--- src/modbus_query_pkg.sv ---
// Constants, types and the map of the Modbus slave query handler.
// Assumes a framing layer that delivers checked bytes and frame ends.

package modbus_query_pkg;

	// ------------------------------------------------------------
	// Function and exception codes
	// ------------------------------------------------------------
	localparam logic [7:0] FN_RD_COIL     = 8'h01;
	localparam logic [7:0] FN_RD_INPUT    = 8'h02;
	localparam logic [7:0] FN_RD_HOLD     = 8'h03;
	localparam logic [7:0] FN_FORCE_ONE   = 8'h05;
	localparam logic [7:0] FN_PRESET_ONE  = 8'h06;
	localparam logic [7:0] FN_DIAG        = 8'h08;
	localparam logic [7:0] FN_FORCE_MANY  = 8'h0f;
	localparam logic [7:0] FN_PRESET_MANY = 8'h10;
	localparam logic [7:0] EXC_FUNC       = 8'h01;
	localparam logic [7:0] EXC_ADDR       = 8'h02;
	localparam logic [7:0] EXC_VALUE      = 8'h03;
	localparam logic [7:0] EXC_NAK        = 8'h07;
	localparam logic [7:0] EXC_FLAG       = 8'h80;

	// ------------------------------------------------------------
	// Register map and reset values
	// ------------------------------------------------------------
	localparam logic [15:0] NAME_BASE   = 16'hae98;
	localparam logic [15:0] STR_REGS    = 16'h0006;
	localparam logic [15:0] NAME_END    = NAME_BASE + STR_REGS;
	localparam logic [15:0] SETUP_BASE  = 16'ha028;
	localparam logic [15:0] SETUP_END   = 16'ha02c;
	localparam logic [15:0] CMDERR_ADDR = 16'h9ca4;
	localparam int          NREG        = 11;
	localparam logic [3:0]  IDX_SETUP   = 4'h6;
	localparam logic [3:0]  IDX_CMDERR  = 4'ha;
	localparam logic [15:0] SPACE_WORD  = 16'h2020;
	localparam logic [15:0] FILLER      = 16'h0000;

	// ------------------------------------------------------------
	// Query limits, field positions and values
	// ------------------------------------------------------------
	localparam logic [15:0] MAX_BITS   = 16'h0010;
	localparam logic [15:0] MAX_REGS   = 16'h0064;
	localparam logic [7:0]  MAX_DIAG   = 8'h40;
	localparam int          ECHO_LEN   = 66;
	localparam logic [15:0] DIAG_SUB   = 16'h0000;
	localparam logic [15:0] COIL_ON    = 16'hff00;
	localparam logic [15:0] COIL_OFF   = 16'h0000;
	localparam logic [15:0] CMD_ENTER  = 16'h0064;
	localparam logic [15:0] CMD_EXIT   = 16'h0066;
	localparam logic [7:0]  POS_FN     = 8'h01;
	localparam logic [7:0]  POS_START  = 8'h02;
	localparam logic [7:0]  POS_QTY    = 8'h04;
	localparam logic [7:0]  POS_BC     = 8'h06;
	localparam logic [7:0]  POS_DATA   = 8'h07;
	localparam logic [7:0]  MIN_FRAME  = 8'h04;
	localparam logic [15:0] CRC_INIT   = 16'hffff;
	localparam logic [15:0] CRC_POLY   = 16'ha001;

	// Detailed causes kept in the command-error register.
	localparam logic [15:0] CE_NONE  = 16'h0000;
	localparam logic [15:0] CE_QTY   = 16'h0001;
	localparam logic [15:0] CE_VALUE = 16'h0002;
	localparam logic [15:0] CE_COUNT = 16'h0003;
	localparam logic [15:0] CE_MODE  = 16'h0004;
	localparam logic [15:0] CE_SUBFN = 16'h0005;

	typedef enum logic [2:0] {
		ST_RX   = 3'b000,
		ST_DROP = 3'b001,
		ST_RESP = 3'b010,
		ST_GAP  = 3'b011,
		ST_CRCL = 3'b100,
		ST_CRCH = 3'b101
	} st_t;

endpackage

--- src/modbus_slave_query_handler.sv ---
// Modbus slave query handler: parses queries, keeps holding registers,
// answers with normal or exception replies and triggers commands.
// Assumes rx bytes arrive one per rx_valid and rx_end follows the last.
`timescale 1ns/1ps
module modbus_slave_query_handler (
	// Clock and reset.
	input  wire logic        ref_clk,
	input  wire logic        resetn,
	// Own slave address.
	input  wire logic [7:0]  slave_addr,
	// Received bytes from the framing layer.
	input  wire logic [7:0]  rx_data,
	input  wire logic        rx_valid,
	input  wire logic        rx_end,
	input  wire logic        rx_err,
	// Reply bytes to the framing layer.
	input  wire logic        tx_ready,
	output logic      [7:0]  tx_data,
	output logic             tx_valid,
	output logic             tx_last,
	// Commands to the instrument.
	output logic             cmd_valid,
	output logic      [15:0] cmd_num,
	// Status.
	output logic             remote_setup,
	output logic             busy
);
	import modbus_query_pkg::*;

	// ------------------------------------------------------------
	// State
	// ------------------------------------------------------------
	typedef struct packed {
		st_t                          st;
		logic [7:0]                   cnt;
		logic [7:0]                   fn;
		logic [15:0]                  start;
		logic [15:0]                  qty;
		logic [7:0]                   bc;
		logic                         first_bit;
		logic [NREG-1:0][15:0]        mem;
		logic [NREG-1:0][15:0]        shd;
		logic [ECHO_LEN-1:0][7:0]     echo;
		logic [7:0]                   exc;
		logic [7:0]                   rlen;
		logic [7:0]                   ridx;
		logic [7:0]                   tx_data;
		logic                         tx_valid;
		logic                         tx_last;
		logic                         cmd_valid;
		logic [15:0]                  cmd_num;
		logic                         remote;
		logic                         busy;
	} state_t;

	localparam logic [NREG-1:0][15:0] MEM_RST =
		{{(NREG - 6){16'h0000}}, {6{SPACE_WORD}}};

	state_t      s;
	state_t      next_s;
	logic [15:0] crc_rx;
	logic [15:0] crc_tx;
	logic [4:0]  m;
	logic [4:0]  w;
	logic [7:0]  j;
	logic [7:0]  code;
	logic [15:0] cause;
	logic [15:0] cmd;
	logic [7:0]  rl;

	// ------------------------------------------------------------
	// Helpers
	// ------------------------------------------------------------

	// Map a register number to {valid, storage index}.
	function automatic logic [4:0] map_reg(input logic [15:0] a);
		logic [4:0] r;
		r = 5'h00;
		if (a >= NAME_BASE && a < NAME_END) begin
			r = {1'b1, 4'(a - NAME_BASE)};
		end else if (a >= SETUP_BASE && a < SETUP_END) begin
			r = {1'b1, 4'(a - SETUP_BASE) + IDX_SETUP};
		end else if (a == CMDERR_ADDR) begin
			r = {1'b1, IDX_CMDERR};
		end
		return r;
	endfunction

	// Byte n of the reply held in the state.
	function automatic logic [7:0] resp_byte(input logic [7:0] n);
		logic [7:0]  b;
		logic [7:0]  k;
		logic [4:0]  a;
		logic [15:0] v;
		k = n - 8'h03;
		a = map_reg(s.start + {9'h000, k[7:1]});
		v = a[4] ? s.mem[a[3:0]] : FILLER;
		b = 8'h00;
		if (n == 8'h00) begin
			b = slave_addr;
		end else if (n == 8'h01) begin
			b = (s.exc != 8'h00) ? (s.fn | EXC_FLAG) : s.fn;
		end else if (s.exc != 8'h00) begin
			b = s.exc;
		end else begin
			case (s.fn)
				FN_RD_COIL, FN_RD_INPUT: begin
					// Every point reads as off.
					b = (n == 8'h02) ? 8'((s.qty + 16'h0007) >> 3) : 8'h00;
				end
				FN_RD_HOLD: begin
					if (n == 8'h02) begin
						b = {s.qty[6:0], 1'b0};
					end else begin
						b = k[0] ? v[7:0] : v[15:8];
					end
				end
				FN_DIAG: begin
					b = s.echo[n - 8'h02];
				end
				default: begin
					case (n)
						8'h02: b = s.start[15:8];
						8'h03: b = s.start[7:0];
						8'h04: b = s.qty[15:8];
						default: b = s.qty[7:0];
					endcase
				end
			endcase
		end
		return b;
	endfunction

	// ------------------------------------------------------------
	// CRC of the received and the transmitted frame
	// ------------------------------------------------------------
	crc16_unit #(.POLY(CRC_POLY), .INIT(CRC_INIT)) u_crc_rx (
		.ref_clk (ref_clk),
		.resetn  (resetn),
		.clr     (rx_end || s.st != ST_RX),
		.en      (rx_valid && s.st == ST_RX),
		.din     (rx_data),
		.crc     (crc_rx)
	);

	crc16_unit #(.POLY(CRC_POLY), .INIT(CRC_INIT)) u_crc_tx (
		.ref_clk (ref_clk),
		.resetn  (resetn),
		.clr     (s.st == ST_RX),
		.en      (s.st == ST_RESP && s.tx_valid && tx_ready),
		.din     (s.tx_data),
		.crc     (crc_tx)
	);

	// ------------------------------------------------------------
	// Query engine
	// ------------------------------------------------------------

	// Receive, judge, commit and answer one query at a time.
	always_comb begin
		next_s = s;
		next_s.cmd_valid = 1'b0;
		m = map_reg(s.start);
		w = 5'h00;
		j = s.cnt - POS_DATA;
		code = 8'h00;
		cause = CE_NONE;
		cmd = s.start + 16'h0001;
		rl = 8'h03;
		case (s.st)
			ST_RX: begin
				if (rx_err) begin
					next_s.st = ST_DROP;
				end else if (rx_valid) begin
					next_s.cnt = (s.cnt == 8'hff) ? s.cnt : s.cnt + 8'h01;
					case (s.cnt)
						8'h00: begin
							if (rx_data != slave_addr) begin
								next_s.st = ST_DROP;
							end
							next_s.shd = s.mem;
						end
						POS_FN: next_s.fn = rx_data;
						POS_START: next_s.start[15:8] = rx_data;
						POS_START + 8'h01: next_s.start[7:0] = rx_data;
						POS_QTY: next_s.qty[15:8] = rx_data;
						POS_QTY + 8'h01: next_s.qty[7:0] = rx_data;
						POS_BC: begin
							next_s.bc = rx_data;
							if (s.fn == FN_PRESET_MANY && s.start == NAME_BASE) begin
								for (int i = 0; i < 6; i++) begin
									next_s.shd[i] = SPACE_WORD;
								end
							end
						end
						default: ;
					endcase
					if (s.cnt == POS_DATA) begin
						next_s.first_bit = rx_data[0];
					end
					// Stage preset data; committed only after a good check.
					if (s.fn == FN_PRESET_MANY && s.cnt >= POS_DATA && j < s.bc) begin
						w = map_reg(s.start + {9'h000, j[7:1]});
						if (w[4] && w[3:0] < IDX_CMDERR) begin
							if (!j[0]) begin
								next_s.shd[w[3:0]][15:8] = rx_data;
							end else begin
								next_s.shd[w[3:0]][7:0] = rx_data;
							end
						end
					end
					if (s.cnt >= POS_START && s.cnt - POS_START < 8'(ECHO_LEN)) begin
						next_s.echo[s.cnt - POS_START] = rx_data;
					end
				end else if (rx_end) begin
					next_s.cnt = 8'h00;
					if (s.cnt >= MIN_FRAME && crc_rx == 16'h0000) begin
						case (s.fn)
							FN_RD_COIL, FN_RD_INPUT: begin
								if (s.qty == 16'h0000 || s.qty > MAX_BITS) begin
									code = EXC_VALUE;
									cause = CE_QTY;
								end else if (s.start >= MAX_BITS ||
									s.qty > MAX_BITS - s.start) begin
									code = EXC_ADDR;
								end
								rl = 8'h03 + 8'((s.qty + 16'h0007) >> 3);
							end
							FN_RD_HOLD: begin
								if (s.qty == 16'h0000 || s.qty > MAX_REGS) begin
									code = EXC_VALUE;
									cause = CE_QTY;
								end else if (!m[4]) begin
									code = EXC_ADDR;
								end
								rl = 8'h03 + {s.qty[6:0], 1'b0};
							end
							FN_FORCE_ONE, FN_FORCE_MANY: begin
								if (s.fn == FN_FORCE_ONE &&
									s.qty != COIL_ON && s.qty != COIL_OFF) begin
									code = EXC_VALUE;
									cause = CE_VALUE;
								end else if (s.fn == FN_FORCE_MANY &&
									(s.qty == 16'h0000 || s.qty > MAX_BITS)) begin
									code = EXC_VALUE;
									cause = CE_QTY;
								end else if (s.fn == FN_FORCE_MANY &&
									s.bc != 8'((s.qty + 16'h0007) >> 3)) begin
									code = EXC_VALUE;
									cause = CE_COUNT;
								end else if (cmd == CMD_EXIT && !s.remote) begin
									code = EXC_NAK;
									cause = CE_MODE;
								end
								rl = 8'h06;
							end
							FN_PRESET_ONE, FN_PRESET_MANY: begin
								if (s.fn == FN_PRESET_MANY &&
									(s.qty == 16'h0000 || s.qty > MAX_REGS)) begin
									code = EXC_VALUE;
									cause = CE_QTY;
								end else if (s.fn == FN_PRESET_MANY &&
									s.bc != {s.qty[6:0], 1'b0}) begin
									code = EXC_VALUE;
									cause = CE_COUNT;
								end else if (!m[4] || m[3:0] == IDX_CMDERR ||
									(m[3:0] < IDX_SETUP && s.start != NAME_BASE)) begin
									code = EXC_ADDR;
								end else if (m[3:0] >= IDX_SETUP && !s.remote) begin
									code = EXC_NAK;
									cause = CE_MODE;
								end
								rl = 8'h06;
							end
							FN_DIAG: begin
								if (s.start != DIAG_SUB) begin
									code = EXC_VALUE;
									cause = CE_SUBFN;
								end else if (s.cnt < POS_BC ||
									s.cnt - POS_BC > MAX_DIAG) begin
									code = EXC_VALUE;
									cause = CE_COUNT;
								end
								rl = s.cnt - 8'h02;
							end
							default: begin
								code = EXC_FUNC;
							end
						endcase
						if (code != 8'h00) begin
							rl = 8'h03;
							if (cause != CE_NONE) begin
								next_s.mem[IDX_CMDERR] = cause;
							end
						end else begin
							// Commit the query's effects.
							if (s.fn == FN_PRESET_MANY) begin
								next_s.mem = s.shd;
							end
							if (s.fn == FN_PRESET_ONE) begin
								if (m[3:0] < IDX_SETUP) begin
									for (int i = 0; i < 6; i++) begin
										next_s.mem[i] = SPACE_WORD;
									end
								end
								next_s.mem[m[3:0]] = s.qty;
							end
							if ((s.fn == FN_FORCE_ONE && s.qty == COIL_ON) ||
								(s.fn == FN_FORCE_MANY && s.first_bit)) begin
								next_s.cmd_valid = 1'b1;
								next_s.cmd_num = cmd;
								if (cmd == CMD_ENTER) begin
									next_s.remote = 1'b1;
								end else if (cmd == CMD_EXIT) begin
									next_s.remote = 1'b0;
								end
							end
						end
						next_s.exc = code;
						next_s.rlen = rl;
						next_s.ridx = 8'h00;
						next_s.tx_data = slave_addr;
						next_s.tx_valid = 1'b1;
						next_s.st = ST_RESP;
					end
				end
			end
			ST_DROP: begin
				// Wait out the rest of a frame that is not answered.
				if (rx_end) begin
					next_s.cnt = 8'h00;
					next_s.st = ST_RX;
				end
			end
			ST_RESP: begin
				if (tx_ready) begin
					next_s.ridx = s.ridx + 8'h01;
					if (s.ridx + 8'h01 == s.rlen) begin
						next_s.tx_valid = 1'b0;
						next_s.st = ST_GAP;
					end else begin
						next_s.tx_data = resp_byte(s.ridx + 8'h01);
					end
				end
			end
			ST_GAP: begin
				// The checksum of the last byte is ready one cycle later.
				next_s.tx_data = crc_tx[7:0];
				next_s.tx_valid = 1'b1;
				next_s.st = ST_CRCL;
			end
			ST_CRCL: begin
				if (tx_ready) begin
					next_s.tx_data = crc_tx[15:8];
					next_s.tx_last = 1'b1;
					next_s.st = ST_CRCH;
				end
			end
			ST_CRCH: begin
				if (tx_ready) begin
					next_s.tx_valid = 1'b0;
					next_s.tx_last = 1'b0;
					next_s.st = ST_RX;
				end
			end
			default: begin
				next_s.st = ST_RX;
			end
		endcase
		next_s.busy = (next_s.st != ST_RX) && (next_s.st != ST_DROP);
	end

	// Register the whole state.
	always_ff @(posedge ref_clk) begin
		if (!resetn) begin
			s <= '0;
			s.mem <= MEM_RST;
		end else begin
			s <= next_s;
		end
	end

	// Outputs come straight from the state flops.
	assign tx_data      = s.tx_data;
	assign tx_valid     = s.tx_valid;
	assign tx_last      = s.tx_last;
	assign cmd_valid    = s.cmd_valid;
	assign cmd_num      = s.cmd_num;
	assign remote_setup = s.remote;
	assign busy         = s.busy;

endmodule

--- src/crc16_unit.sv ---
// Byte-wise CRC-16 accumulator, reflected polynomial.
// Assumes clr has priority over en; one byte per enabled clock.
`timescale 1ns/1ps
module crc16_unit #(
	parameter logic [15:0] POLY = 16'ha001,
	parameter logic [15:0] INIT = 16'hffff
) (
	// Clock and reset.
	input  wire logic        ref_clk,
	input  wire logic        resetn,
	// Control and data.
	input  wire logic        clr,
	input  wire logic        en,
	input  wire logic [7:0]  din,
	// Running remainder.
	output logic      [15:0] crc
);

	logic [15:0] next_crc;

	// Fold one byte into the remainder, low bit first.
	always_comb begin
		next_crc = crc;
		if (clr) begin
			next_crc = INIT;
		end else if (en) begin
			next_crc = crc ^ {8'h00, din};
			for (int i = 0; i < 8; i++) begin
				if (next_crc[0]) begin
					next_crc = (next_crc >> 1) ^ POLY;
				end else begin
					next_crc = next_crc >> 1;
				end
			end
		end
	end

	// Hold the remainder.
	always_ff @(posedge ref_clk) begin
		if (!resetn) begin
			crc <= INIT;
		end else begin
			crc <= next_crc;
		end
	end

endmodule

--- config.mk ---
export PLATFORM = sky130hd
export DESIGN_NAME = modbus_slave_query_handler
export DESIGN_NICKNAME = d
export VERILOG_FILES = /design/src/modbus_query_pkg.sv /design/src/modbus_slave_query_handler.sv /design/src/crc16_unit.sv
export SDC_FILE = /design/constraint.sdc
export NUM_CORES = 2
export LEC_CHECK = 0
export BUFFER_PORTS_ARGS = -buffer_cell sky130_fd_sc_hd__buf_2
export CORE_MARGIN = 4
export CORE_UTILIZATION = 35
export CTS_CLUSTER_SIZE = 28
export DETAILED_ROUTE_END_ITERATION = 8
export PLACE_DENSITY = 0.57
export SLEW_MARGIN = 20
export SYNTH_ARGS = -nofsm -noshare
export SYNTH_HDL_FRONTEND = slang
export SYNTH_HIERARCHICAL = 1
export SYNTH_SLANG_ARGS = --single-unit
--- constraint.sdc ---
create_clock -name ref_clk -period 20.2 [get_ports ref_clk]
set_input_delay 2.02 -clock ref_clk [delete_from_list [all_inputs] [get_ports ref_clk]]
set_output_delay 2.02 -clock ref_clk [all_outputs]
set_load 0.1 [all_outputs]
=== After elaboration in Yosys (flattened, before gate mapping) ===
Index checks and enable logic that the tools add are counted.

* Add/sub/neg operators: 23
* $lt $le $gt $ge: 34
* Eq/ne operators: 53
* Muxes and demuxes: 201
* Bitwise logic cells: 25
* Reductions and logical operators: 84

{| class="wikitable"
|+ Operator list
! cell !! count
|-
| two-way mux 176 bit || 14
|-
| two-way mux 96 bit || 12
|-
| two-way mux 970 bit || 1
|-
| two-way mux 16 bit || 55
|-
| two-way mux 704 bit || 1
|-
| bitwise mux 176 bit || 3
|-
| bitwise mux 528 bit || 1
|-
| two-way mux 528 bit || 1
|-
| two-way mux 80 bit || 4
|-
| two-way mux 8 bit || 25
|-
| demux 16 bit (select 4 bit) || 3
|-
| case mux 96 bit (2 select lines) || 1
|-
| two-way mux 160 bit || 1
|-
| two-way mux 33 bit || 3
|-
| greater-or-equal comparator 16 bit (second input constant) || 6
|-
| less-than comparator 16 bit (second input constant) || 6
|-
| == test 16 bit (second input constant) || 5
|-
| two-way mux 5 bit || 16
|-
| two-way mux 3 bit || 25
|-
| binary-select mux 16 bit (select 4 bit) || 1
|-
| case mux 8 bit (4 select lines) || 2
|-
| binary-select mux 8 bit (select 7 bit) || 1
|-
| demux 8 bit (select 7 bit) || 1
|-
| == test 8 x 3 -> 1 bit (second input constant) || 7
|-
| 80 further kinds || 225
|}

* Register bits: 1025
* Input port bits: 22
* Output and inout bits: 29
* Logic and storage cells: 529

=== Depth between registers and ports, before layout ===
* Depth in word-level cells: 39
* Depth in mapped cells: 29
* Gate-level depth less buffers: 21

=== Hierarchy ===
The synthesis kept the hierarchy.

{| class="wikitable"
|+ By module, submodules not included
! module !! instances !! cells an instance !! area each (um^2) !! sequential area each (um^2)
|-
| modbus_slave_query_handler || 1 || 6358 || 53363.7 || 19779.0
|-
| crc16_unit || 2 || 87 || 774.5 || 320.3
|}

=== Worst setup path after synthesis ===
OpenSTA, ideal clock, no wires.

* Path kind: register -> register
* Start: reg s[29] (netlist name)
* End: reg s, in the netlist tx_data[6]
* Arrival: 7.807 ns
* Setup slack: 12.271 ns
* Stages on the path, launching flop included: 29
* Path buffers: 11
* Cell sequence: dfxtp_1 -> buf_2 -> buf_2 -> buf_1 -> clkbuf_1 -> buf_2 -> inv_2 -> ha_1 -> clkbuf_1 -> buf_1 -> clkbuf_1 -> clkbuf_1 -> xnor2_1 -> ha_1 -> fa_1 -> a211o_1 -> a211oi_1 -> a221oi_1 -> or2_2 -> a2111o_1 -> or3_1 -> buf_2 -> nand2_1 -> a31o_2 -> buf_2 -> mux2_2 -> o22ai_1 -> a221oi_1 -> a221o_1

* Longest elaborated chain between the ends: 22
* Elaborated cells on any way between the ends: 44
* Those cells by class: add/sub (7); order compare (4); eq/ne (7); mux (22); reduce/logical (4)

{| class="wikitable"
|+ Ends and longest elaborated chain
! element !! line !! RTL
|-
| from (decl) || modbus_slave_query_handler.sv:59 || <nowiki>state_t s;</nowiki>
|-
| from (signal assigned) || modbus_slave_query_handler.sv:379 || <nowiki>s <= next_s;</nowiki>
|-
| adder 8 x 1 -> 8 bit (*) || modbus_slave_query_handler.sv:338, modbus_slave_query_handler.sv:342 ||
|-
| subtractor 8 x 2 -> 8 bit || modbus_slave_query_handler.sv:95 || <nowiki>k = n - 8'h03;</nowiki>
|-
| adder 16 x 7 -> 16 bit || modbus_slave_query_handler.sv:96 || <nowiki>a = map_reg(s.start + {9'h000, k[7:1]});</nowiki>
|-
| subtractor 4 bit, or another cell as far along || modbus_slave_query_handler.sv:80, modbus_slave_query_handler.sv:82 ||
|-
| adder 4 x 3 -> 4 bit, or another cell as far along || modbus_slave_query_handler.sv:82 || <nowiki>r = {1'b1, 4'(a - SETUP_BASE) + IDX_SETUP};</nowiki>
|-
| two-way mux 5 bit || modbus_slave_query_handler.sv:81 || <nowiki>end else if (a >= SETUP_BASE && a < SETUP_END) begin</nowiki>
|-
| two-way mux 5 bit || modbus_slave_query_handler.sv:79 || <nowiki>if (a >= NAME_BASE && a < NAME_END) begin</nowiki>
|-
| two-way mux 5 bit || modbus_slave_query_handler.sv:338 || <nowiki>if (s.ridx + 8'h01 == s.rlen) begin</nowiki>
|-
| (+6 left out) || -- ||
|-
| two-way mux 8 bit || modbus_slave_query_handler.sv:112 || <nowiki>if (n == 8'h02) begin</nowiki>
|-
| case mux 8 bit (3 select lines) || modbus_slave_query_handler.sv:106 || <nowiki>case (s.fn)</nowiki>
|-
| two-way mux 8 bit || modbus_slave_query_handler.sv:103 || <nowiki>end else if (s.exc != 8'h00) begin</nowiki>
|-
| two-way mux 8 bit || modbus_slave_query_handler.sv:101 || <nowiki>end else if (n == 8'h01) begin</nowiki>
|-
| two-way mux 8 bit || modbus_slave_query_handler.sv:99 || <nowiki>if (n == 8'h00) begin</nowiki>
|-
| two-way mux 8 bit || modbus_slave_query_handler.sv:338 ||
|-
| two-way mux 17 bit || modbus_slave_query_handler.sv:336 || <nowiki>if (tx_ready) begin</nowiki>
|-
| case mux 8 bit (4 select lines) || modbus_slave_query_handler.sv:170 || <nowiki>case (s.st)</nowiki>
|}

Mark *: on every way between the ends. The rest lies on a longest branch, timed or not. The select of a mux whose other input is x is not followed.
A chain may end at the register's enable or synchronous reset.

=== Worst setup path in the final report ===
* Start: reg s[29] (netlist name)
* End: reg s, in the netlist tx_data[2]

The elaborated chain is that of the path after synthesis.

==> flow_metrics.env <==
export IMPL_status="finished clean"
export IMPL_dp_cells=8114
export IMPL_finClkSkew_ps=100
export IMPL_mostFrequentLayoutCell="dfxtp_1"
export IMPL_timing_fmax_ghz=0.135
export IMPL_cts_sinks=1020
export IMPL_fin_cells=8319
export IMPL_p_total_w=0.00439
export IMPL_die_area_um2=163000
export IMPL_port_buffers=50
export IMPL_rsz0062_at_grt="no"
export IMPL_ir_drop_uv=69.7
export IMPL_synth_area_leaders="dfxtp_1 (37%), mux4_2 (7.3%), mux2i_1 (7.1%)"
export IMPL_num_nets_final=6260
export IMPL_clock_path_buffers=3
export IMPL_grt_max_degree=183
export IMPL_synth_largest_area_cell="dfxtp_1"
export IMPL_ys_async_sr_fraction=0
export IMPL_synth_cell_types=96
export IMPL_num_rows=145
export IMPL_power_density_nw_per_um2=73.2
export IMPL_drt_iter0_markers=5927
export IMPL_clkLatencyLatePin_ps=800
export IMPL_cts_tree="yes"
export IMPL_drv_slew=0
export IMPL_hpwlAfterDp_um=132000
export IMPL_arrival_ps=8030
export IMPL_p_leak_nw=21.2
export IMPL_drive_gt1_frac=0.108
export IMPL_critPathMaxFanout=47
export IMPL_ant_nets=0
export IMPL_netlist_area_um2=54900
export IMPL_post_synth_top_area_fraction=0.372
export IMPL_pre_cts_ws_ps=13050
export IMPL_routedWlPerCell_um=25.2
export IMPL_synth_edf_count=0
export IMPL_grt_pass1_wl_um=312000
export IMPL_start_util=0.352
export IMPL_crit_required_ps=20820
export IMPL_grt_pass1_vias=46900
export IMPL_cp_start_kind="register"
export IMPL_ctsHoldBuffers=0
export IMPL_setup_tns_final_ps=0
export IMPL_critPathKind="reg -> reg"
export IMPL_r2r_cells=19
export IMPL_hold_violations=0
export IMPL_firstDrtPassIters=8
export IMPL_die_w_um=404
export IMPL_totalWireLength_um=210000
export IMPL_io_pins=51
export IMPL_clockRootBuffer="clkbuf_16"
export IMPL_ys_flop_type="dfxtp_1"
export IMPL_antenna_found_initial=2
export IMPL_fp_dieH_um=404
export IMPL_gp_congestion=0.953
export IMPL_maxCapViolCount=0
export IMPL_htreeDepth=3
export IMPL_ctsResizeCount=0
export IMPL_vias=50400
export IMPL_endpoint_kind="register"
export IMPL_setup_ws_ps=12790
export IMPL_synth_seq_cells=1020
export IMPL_tightest_slew_ps=1150
export IMPL_synth_cells=6532
export IMPL_numCtsBuffers=111
export IMPL_syn_nets=6623
export IMPL_drc_errors=0
export IMPL_path_clk_slew_ps=60
export IMPL_overflow=0
export IMPL_core_um2=156000
export IMPL_worstHoldPathType="reg -> reg"
export IMPL_finalSetupViolations=0
export IMPL_hold_depth=2
export IMPL_areaGrowthSynthToFinish_pct=9.20
export IMPL_postSynthAreaPerCell_um2=8.41
export IMPL_cts_setup_buffers=0
export IMPL_via_per_inst=6.06
export IMPL_final_cell_mix="dfxtp_1 (1012), nand2_1 (849), nor2_1 (710)"
export IMPL_period_share=0.367
export IMPL_seq_area_frac_synth=0.372
export IMPL_gr_usage_all_layers=0.247
export IMPL_slew_headroom=0.230
export IMPL_yosysWarningCount=6
export IMPL_fin_crit_ps=7410
-- synth_stat cells (40+ instances only) --
cell type / number
inv_1: 57
xnor2_1: 102
a211oi_1: 149
ha_1: 67
a21oi_1: 571
o311ai_0: 46
nor2_1: 715
xor2_1: 61
mux2i_1: 392
mux4_2: 178
o22ai_1: 81
buf_2: 55
and3_1: 40
nand3_1: 272
o211ai_1: 50
nor3_1: 97
clkbuf_1: 509
a22oi_1: 62
dfxtp_1: 1020
o21ai_0: 414
nand2_1: 851
-- final timing paths --
kind / startpoint / endpoint / slack [ps]
worst min register to register: register / register / 450
worst min-delay path: register / register / 450
worst max-delay path: s[29] / tx_data[2] / 12790
worst max register to register: s[29] / tx_data[2] / 12790
-- worst max-delay path, stage by stage, from the launching register on --
cell and delay, ps:
dfxtp_4 910, ha_1 530, and2_1 250, a21oi_1 90, o31ai_1 690, nor3b_1 330, xnor2_1 190, ha_1 360
o21ai_0 390, nand2_1 190, o21ai_0 200, mux2_2 420, nor4_1 310, o2111ai_1 310, a211oi_1 320, a31o_2 760
mux4_2 420, a22oi_1 290, a21o_1 230, a21oi_1 80
-- where the power goes --
part	switching, W	internal, W	total (W)
clock	0.000910	0.00120	0.00211
sequential	0.0000127	0.00203	0.00204
combinational	0.000190	0.0000548	0.000244
-- metal layers --
layer,vias up,part of all wire,track usage
met1,24800,0.42,0.332
met5,-,0.000062,0
met2,2361,0.44,0.384
li1,22800,-,-
met3,508,0.081,0.0403
met4,2,0.058,0.124
-- metrics by stage --
stage / hold WS [ps] / utilization / instance area (um2)
after CTS: 455 / 0.384 / 60000
after global routing: 468 / 0.384 / 60000
final: 453 / 0.384 / 60000
after global placement: 438 / 0.360 / 56200
after floorplan: 432 / - / 54900
after detailed placement: 447 / 0.360 / 56200
-- logic make-up (layout without fill, tap and decap cells) --
logic type,after synthesis,in the layout,share of synthesized area
and+or+nand+nor,2242,2242,0.178
AOI/OAI and AO/OA,1735,1735,0.202
DFF,1020,1020,0.372
buffers and inverters,693,421,0.0510
muxes,598,598,0.150
xor gates and xnor gates,174,174,0.0306
adders and majority gates,70,70,0.0162
other,0,1,0
-- final cells by class --
cell class                      count  area [um2]
Antenna cell                        1        2.50
Clock buffer                      158        3190
Clock inverter                     46         577
Fill cell                       15700       96100
Inverter                           60         233
Multi-Input combinational cell   4819       31900
Sequential cell                  1020       20400
Tap cell                         2058        2570
Timing Repair Buffer              157        1090
Note: power is estimated with default switching activity, not from simulation.
